--- config.mk ---
export PLATFORM = sky130hd
export DESIGN_NAME = srx_status_flags
export DESIGN_NICKNAME = d
export VERILOG_FILES = /design/src/shared/srx_pkg.sv /design/src/shared/srx_flag_if.sv /design/src/design/srx_edge_sync.sv /design/src/design/srx_status_flags.sv /design/src/design/srx_sticky.sv
export SDC_FILE = /design/constraint.sdc
export NUM_CORES = 1
export LEC_CHECK = 0
export BUFFER_PORTS_ARGS = -buffer_cell sky130_fd_sc_hd__buf_2
export CAP_MARGIN = 20
export CORE_UTILIZATION = 45
export CTS_CLUSTER_DIAMETER = 200
export DETAILED_ROUTE_END_ITERATION = 6
export PLACE_DENSITY = 0.85
export SLEW_MARGIN = 40
export SYNTH_ARGS = -nofsm -noshare
export SYNTH_HDL_FRONTEND = slang
export SYNTH_HIERARCHICAL = 1
export SYNTH_SLANG_ARGS = --single-unit
--- constraint.sdc ---
create_clock -name mclk -period 3.3 [get_ports mclk]
set_input_delay 0.33 -clock mclk [delete_from_list [all_inputs] [get_ports mclk]]
set_output_delay 0.33 -clock mclk [all_outputs]
set_load 0.05 [all_outputs]
--- src/shared/srx_pkg.sv ---
// Constants and types for the receive and modem status flag block
package srx_pkg;
  // Register offsets (byte addresses)
  localparam logic [7:0] STATUS_OFS = 8'h00;
  localparam logic [7:0] IRQ_EN_OFS = 8'h04;
  localparam logic [7:0] CTRL_OFS = 8'h08;
  // Status word field positions
  localparam int FRZ_LSB = 26;
  localparam int FRZ_W = 6;
  localparam int READY_BIT = 11;
  localparam int HALF_BIT = 10;
  localparam int CLOSED_BIT = 9;
  localparam int FULL_BIT = 8;
  localparam int DCD_BIT = 7;
  localparam int RI_BIT = 6;
  localparam int DSR_BIT = 5;
  localparam int CTS_BIT = 4;
  // Control register field
  localparam int DMA_BIT = 0;
  // Receive FIFO level
  localparam int CNT_W = 6;
  localparam logic [5:0] HALF_LEVEL = 6'h10;
  // Bits able to interrupt
  localparam logic [31:0] IRQ_MASK = 32'h0000_0ff0;
  // Reset values
  localparam logic [31:0] IRQ_EN_RESET = 32'h0000_0000;
  localparam logic CTRL_DMA_RESET = 1'h0;
  localparam logic [5:0] FRZ_RESET = 6'h00;
  localparam logic [2:0] PRIME_RESET = 3'h0;
  // Buffer-closed sequencing
  typedef enum logic [2:0] {
    CLS_OPEN = 3'h1,
    CLS_HELD = 3'h2,
    CLS_DMA = 3'h4
  } srx_close_state_t;
endpackage : srx_pkg

--- src/shared/srx_flag_if.sv ---
// Set, clear and flag bundle between a change source and a sticky flag
`timescale 1ns/1ps
`default_nettype none
interface srx_flag_if;
  logic set;
  logic clr;
  logic flag;
  modport keeper (input set, input clr, output flag);
  modport driver (output set, output clr, input flag);
endinterface : srx_flag_if
`default_nettype wire

--- src/design/srx_edge_sync.sv ---
// Two-stage synchroniser with change detect for one modem input
`timescale 1ns/1ps
`default_nettype none
module srx_edge_sync (
  // Clock and reset
  input wire logic mclk,
  input wire logic nrst,
  // Modem line
  input wire logic async_in,
  output logic change
);
  typedef struct packed {
    logic s1;
    logic s2;
    logic s3;
    logic [2:0] primed;
  } srx_sync_state_t;

  srx_sync_state_t r;
  srx_sync_state_t n;

  always_comb begin
    n = r;
    n.s1 = async_in;
    n.s2 = r.s1;
    n.s3 = r.s2;
    n.primed = {r.primed[1:0], 1'b1};
  end

  always_ff @(posedge mclk) begin
    if (!nrst) begin
      r <= '{1'b0, 1'b0, 1'b0, srx_pkg::PRIME_RESET};
    end else begin
      r <= n;
    end
  end

  // Quiet until the pipe is filled, so a line high at reset is no change
  assign change = r.primed[2] & (r.s2 ^ r.s3);
endmodule : srx_edge_sync
`default_nettype wire

--- src/design/srx_status_flags.sv ---
// Receive and modem-change status bits 31:26 and 11:4 with interrupt
`timescale 1ns/1ps
`default_nettype none
module srx_status_flags (
  // Clock and reset
  input wire logic mclk,
  input wire logic nrst,
  // Register port
  input wire logic [7:0] reg_addr,
  input wire logic [31:0] reg_wdata,
  input wire logic reg_wr,
  input wire logic reg_rd,
  output logic [31:0] reg_rdata,
  // Receive path state
  input wire logic [5:0] rx_fifo_count,
  input wire logic rx_fifo_full,
  input wire logic rx_data_avail,
  input wire logic rx_buffer_close,
  input wire logic [5:0] rx_close_status,
  // Modem lines
  input wire logic dcd_in,
  input wire logic ri_in,
  input wire logic dsr_in,
  input wire logic cts_in,
  // Descriptor write-back
  output logic desc_wr,
  output logic [5:0] desc_status,
  // Flags out
  output logic rx_ready_flag,
  output logic irq
);
  typedef struct packed {
    srx_pkg::srx_close_state_t close_st;
    logic [5:0] frozen;
    logic [31:0] irq_en;
    logic dma_mode;
    logic [31:0] rdata;
  } srx_top_state_t;

  srx_top_state_t r;
  srx_top_state_t n;

  logic [3:0] modem_lines;
  logic [3:0] modem_chg;
  logic [3:0] modem_flags;
  logic sts_wr;
  logic close_ack;
  logic rx_buffer_closed_flag;
  logic rx_half_full_flag;
  logic [31:0] status_word;

  assign modem_lines = {dcd_in, ri_in, dsr_in, cts_in};
  assign sts_wr = reg_wr && (reg_addr == srx_pkg::STATUS_OFS);
  assign close_ack = sts_wr && reg_wdata[srx_pkg::CLOSED_BIT];

  // Index 0 is clear-to-send at bit 4, up to carrier detect at bit 7
  srx_flag_if mf[4] ();
  genvar g;
  generate
    for (g = 0; g < 4; g++) begin : g_modem
      srx_edge_sync u_sync (
        .mclk(mclk),
        .nrst(nrst),
        .async_in(modem_lines[g]),
        .change(modem_chg[g])
      );
      assign mf[g].set = modem_chg[g];
      assign mf[g].clr = sts_wr && reg_wdata[srx_pkg::CTS_BIT + g];
      assign modem_flags[g] = mf[g].flag;
      srx_sticky u_flag (
        .mclk(mclk),
        .nrst(nrst),
        .fl(mf[g])
      );
    end
  endgenerate

  assign rx_buffer_closed_flag = (r.close_st != srx_pkg::CLS_OPEN);
  assign rx_half_full_flag = (rx_fifo_count >= srx_pkg::HALF_LEVEL);
  assign rx_ready_flag = rx_data_avail && !rx_buffer_closed_flag;

  always_comb begin
    status_word = 32'h0000_0000;
    // Frozen capture while closed so software reads a stable snapshot
    status_word[srx_pkg::FRZ_LSB +: srx_pkg::FRZ_W] =
      rx_buffer_closed_flag ? r.frozen : rx_close_status;
    status_word[srx_pkg::READY_BIT] = rx_ready_flag;
    status_word[srx_pkg::HALF_BIT] = rx_half_full_flag;
    status_word[srx_pkg::CLOSED_BIT] = rx_buffer_closed_flag;
    status_word[srx_pkg::FULL_BIT] = rx_fifo_full;
    status_word[srx_pkg::CTS_BIT +: 4] = modem_flags;
  end

  always_comb begin
    n = r;
    n.rdata = 32'h0000_0000;
    if (reg_rd) begin
      case (reg_addr)
        srx_pkg::STATUS_OFS: n.rdata = status_word;
        srx_pkg::IRQ_EN_OFS: n.rdata = r.irq_en;
        srx_pkg::CTRL_OFS: n.rdata = {31'h0000_0000, r.dma_mode};
        default: n.rdata = 32'h0000_0000;
      endcase
    end
    if (reg_wr && reg_addr == srx_pkg::IRQ_EN_OFS) begin
      n.irq_en = reg_wdata & srx_pkg::IRQ_MASK;
    end
    if (reg_wr && reg_addr == srx_pkg::CTRL_OFS) begin
      n.dma_mode = reg_wdata[srx_pkg::DMA_BIT];
    end
    case (r.close_st)
      srx_pkg::CLS_OPEN: begin
        if (rx_buffer_close) begin
          n.frozen = rx_close_status;
          n.close_st = r.dma_mode ? srx_pkg::CLS_DMA : srx_pkg::CLS_HELD;
        end
      end
      srx_pkg::CLS_HELD: begin
        // A close landing with the acknowledge keeps the flag set
        if (close_ack && !rx_buffer_close) begin
          n.close_st = srx_pkg::CLS_OPEN;
        end
      end
      srx_pkg::CLS_DMA: begin
        // One cycle of write-back, then hardware acknowledges
        if (rx_buffer_close) begin
          n.frozen = rx_close_status;
          n.close_st = r.dma_mode ? srx_pkg::CLS_DMA : srx_pkg::CLS_HELD;
        end else begin
          n.close_st = srx_pkg::CLS_OPEN;
        end
      end
      default: n.close_st = srx_pkg::CLS_OPEN;
    endcase
  end

  always_ff @(posedge mclk) begin
    if (!nrst) begin
      r <= '{srx_pkg::CLS_OPEN, srx_pkg::FRZ_RESET, srx_pkg::IRQ_EN_RESET,
             srx_pkg::CTRL_DMA_RESET, 32'h0000_0000};
    end else begin
      r <= n;
    end
  end

  assign reg_rdata = r.rdata;
  assign desc_wr = (r.close_st == srx_pkg::CLS_DMA);
  assign desc_status = r.frozen;
  // Level interrupt; sticky flags clear through their own acknowledge, the others with their source
  assign irq = |(status_word & r.irq_en & srx_pkg::IRQ_MASK);
endmodule : srx_status_flags
`default_nettype wire

--- src/design/srx_sticky.sv ---
// Sticky flag: set wins over a same-cycle clear
`timescale 1ns/1ps
`default_nettype none
module srx_sticky (
  // Clock and reset
  input wire logic mclk,
  input wire logic nrst,
  // Flag bundle
  srx_flag_if.keeper fl
);
  typedef struct packed {
    logic flag;
  } srx_sticky_state_t;

  srx_sticky_state_t r;
  srx_sticky_state_t n;

  always_comb begin
    n = r;
    n.flag = fl.set | (r.flag & ~fl.clr);
  end

  always_ff @(posedge mclk) begin
    if (!nrst) begin
      r <= '{flag: 1'b0};
    end else begin
      r <= n;
    end
  end

  assign fl.flag = r.flag;
endmodule : srx_sticky
`default_nettype wire

==> impl_results.md <==
* Antenna viol nets, final at 0
* Predominant post-synthesis flop cell: sky130_fd_sc_hd__dfxtp_1
* First-pass iteration count of the detailed router at 5
* H-tree levels at 3
* Setup Viol. Count Final at 0
* Die X-Extent at a little under 80 um
* Max-slew headroom at the worst pin at 58.4%
* Initial antenna violation count at 0
* Std-Cell Core Area at about 0.0053 sq mm
* DRC violation count after routing at 0
* Data arrival time at the worst-slack endpoint at 1.64 ns
* Setup Skew at 0.0113 ns
* Library cell with the highest instance count after synthesis: sky130_fd_sc_hd__dfxtp_1
* Via density per instance at 4.72
* Startpoint Class: flop
* Chip height at 77.1 um
* Clock Root Buffer: sky130_fd_sc_hd__clkbuf_8
* Final Net Count at between 300 and 400
* RSZ-0062 raised after global routing: no
* Wirelength per Cell at 11.5 um
* Wire length of the first global-routing pass at 7200 um
* Number of I/O pins at 104
* Highest metal used: met4
* HPWL reported at the end of detailed placement at 3120 um
* Fin crit share at 59.7%
* Remaining global-route overflow at 0
* Least-Margin Pin Slew at 0.618 ns
* Yosys top cell area share at 48.1%
* Cell area power density at 558 mW/mm^2
* Post-CTS Resized at 0
* Main area contributors after synthesis: sky130_fd_sc_hd__dfxtp_1, sky130_fd_sc_hd__buf_4, sky130_fd_sc_hd__mux2i_1, sky130_fd_sc_hd__and2_1, sky130_fd_sc_hd__nand2_1
* Clock buffer count from CTS at 9
* Cells after synthesis at around 260
* Worst VDD drop at 0.317 mV
* Cell Area, Synth at 0.00254 sq mm
* Number of design-rule violations left by the first detailed-router iteration at 66
* Share of final-layout standard cells stronger than drive strength 1 at 28.4%
* Total die area at 0.00594 sq mm
* Maximum clock rate at 0.508 GHz
* Total length of routed wires at approximately 4400 um
* Time the final worst path needs with I/O delays and setup at 1.97 ns
* Total of hold buffers inserted after clock tree synthesis at 0
* Avg Synthesized Cell Area at 9.72 sq um
* Number of buffers added for setup after CTS at 0
* WS Path Type: flop to output pin
* Startpoint of the lowest-slack hold path: ri_in
* Met2 wirelength from detailed routing at ~2100 um
* Area delta synth->final at 14.2%
* Pin count of the biggest net entering global routing at 50
* Flip-flop and latch count after synthesis at 61
* Path type of the worst min-delay path: input pin to flop
* Syn. warnings at 6
* Area used by sequential logic in the layout at 0.00122 sq mm
* Reg2Reg Launch Point: r[71]$_SDFFE_PN1P_
* Result of the run: finished clean
* CTS tree: yes
* Max_cap viols at 0
* FILL cells at 501
* Worst skew pair latency at 0.34 ns
* Post-synth top cells: sky130_fd_sc_hd__dfxtp_1, sky130_fd_sc_hd__buf_4, sky130_fd_sc_hd__and2_1
* Number of placement rows at 26
* Fraction of registers with async set/reset at 0%
* Port Buf Inserts at 59
* Metal3 WL at 330 um
* Count of distinct cell types in the synthesized netlist at 35
* Setup_tns at 0 ns
* Vias in the first global route at around 1,600
* Clock sink total at approximately 60
* CP startpoint: r[71]$_SDFFE_PN1P_
* Hold slack final at roughly 0.2 ns
* Initial Util at about half
* Sort of element at the end of the critical path: output pin
* Endpoints failing hold at 0
* M1 wire length at 1860 um
* Vias after detailed routing at 1,792
* Max Transition Viols Final at 0
* Total non-filler cell area in the finished layout at around 0.0029 sq mm
* Clock transition at the registers of the reported paths at 0.06 ns
* Area after detailed placement at 0.00269 sq mm
* Library cell occupying the most area in the post-synthesis netlist: sky130_fd_sc_hd__dfxtp_1
* CTS max path bufs at 2
* Routability-driven placement congestion ratio at approximately 0.75
* Maximum fanout along the worst path at 11
* Overall track demand over capacity in global routing at 16.0%
* EDFF count, synth at 0
* Leakage dissipation at 1.32 nW
* Antenna cell count at 0
* Required time of the critical path at roughly 3.0 ns
* Sequential area share after synthesis at 48.1%
* Area occupied by multi-input gates at 0.00106 sq mm
## stage by stage
| step | setup slack, ns | power, mW | utilization [%] | cells |
|---|---|---|---|---|
| 4_1_cts | 1.31 | 1.64 | 55.0 | 380 |
| 6_report | 1.33 | 1.62 | 55.0 | 380 |
| 5_1_grt | 1.22 | 1.68 | 55.0 | 380 |
| 2_1_floorplan | 1.41 | 0.929 | - | 277 |
| 3_3_place_gp | 1.31 | 0.950 | 51.0 | 364 |
| 3_5_place_dp | 1.33 | 0.954 | 51.0 | 364 |
## power by group
| part | switching (mW) | leakage [nW] | internal [mW] |
|---|---|---|---|
| sequential | 0.00956 | 0.498 | 0.757 |
| clock | 0.269 | 0.106 | 0.409 |
| combinational | 0.118 | 0.714 | 0.0531 |
| total | 0.397 | 1.32 | 1.22 |
## state kept, by name (all words and copies together) (netlist names)
register	cells
desc_status	6
g_modem.u_flag/fl.flag	4
g_modem.u_sync/n	16
g_modem.u_sync/r	8
r	12
reg_rdata	15
## placed cells by master, fill, tap and decap left out, drive strengths merged, types with 2 or more instances in the layout
master  netlist  layout
nor3          3       3
nand2b        4       4
a21oi         7       7
nand2        24      24
nor3b         2       2
and2         29      29
clkbuf        4      13
a222oi        2       2
inv           2       2
nand3         9       9
conb          1      17
dfxtp        61      61
mux2i        20      20
xor2          5       5
o21ai         6       6
nor2b         7       7
or4           2       2
nand4         2       2
buf          40      61
nor2         15      15
o21a          6       6
nor4          3       3
## critical path, cell delays in order, from the launching register on
cell and delay [ns]:
sky130_fd_sc_hd__dfxtp_1 0.40, sky130_fd_sc_hd__nor3b_1 0.22, sky130_fd_sc_hd__buf_4 0.24, sky130_fd_sc_hd__nand2b_1 0.12, sky130_fd_sc_hd__nand4_1 0.08, sky130_fd_sc_hd__buf_2 0.24
## cells by family (layout without fill, tap and decap cells)
| family | Yosys count | in the layout | synth area share (%) |
|---|---|---|---|
| and+or+nand+nor | 105 | 105 | 23.9 |
| DFF | 61 | 61 | 48.1 |
| buffers and inverters | 46 | 79 | 12.5 |
| AOI/OAI and AO/OA | 22 | 22 | 5.37 |
| muxes | 20 | 20 | 7.89 |
| xor gates and xnor gates | 6 | 6 | 2.07 |
| other | 1 | 17 | 0.148 |
## final timing paths
check / to / slack, ns / depth (start not counted)
setup reg to reg: r[71]$_SDFFE_PN1P_ / 1.94 / 2
setup / recovery: irq / 1.33 / 5
hold / removal: g_modem[2].u_sync/n[4]$_SDFF_PN0_ / 0.20 / 2
hold reg to reg: g_modem[0].u_sync/r[2]$_SDFF_PN0_ / 0.43 / 1
## per-layer routing
metal	vias to the layer above	track usage, %
li1	898	-
met1	811	17.6
met2	70	26.2
met3	13	6.90
met4	0	8.49
met5	-	0
## layout make-up
class	instances	share of cell area, %
clock buffer	13	5.83
clock inverter	3	1.47
inverter	2	0.259
multi-input combinational	170	36.6
sequential	61	42.1
tap	70	3.02
timing repair buffer	61	10.7
(Power assumes the default switching activity.)
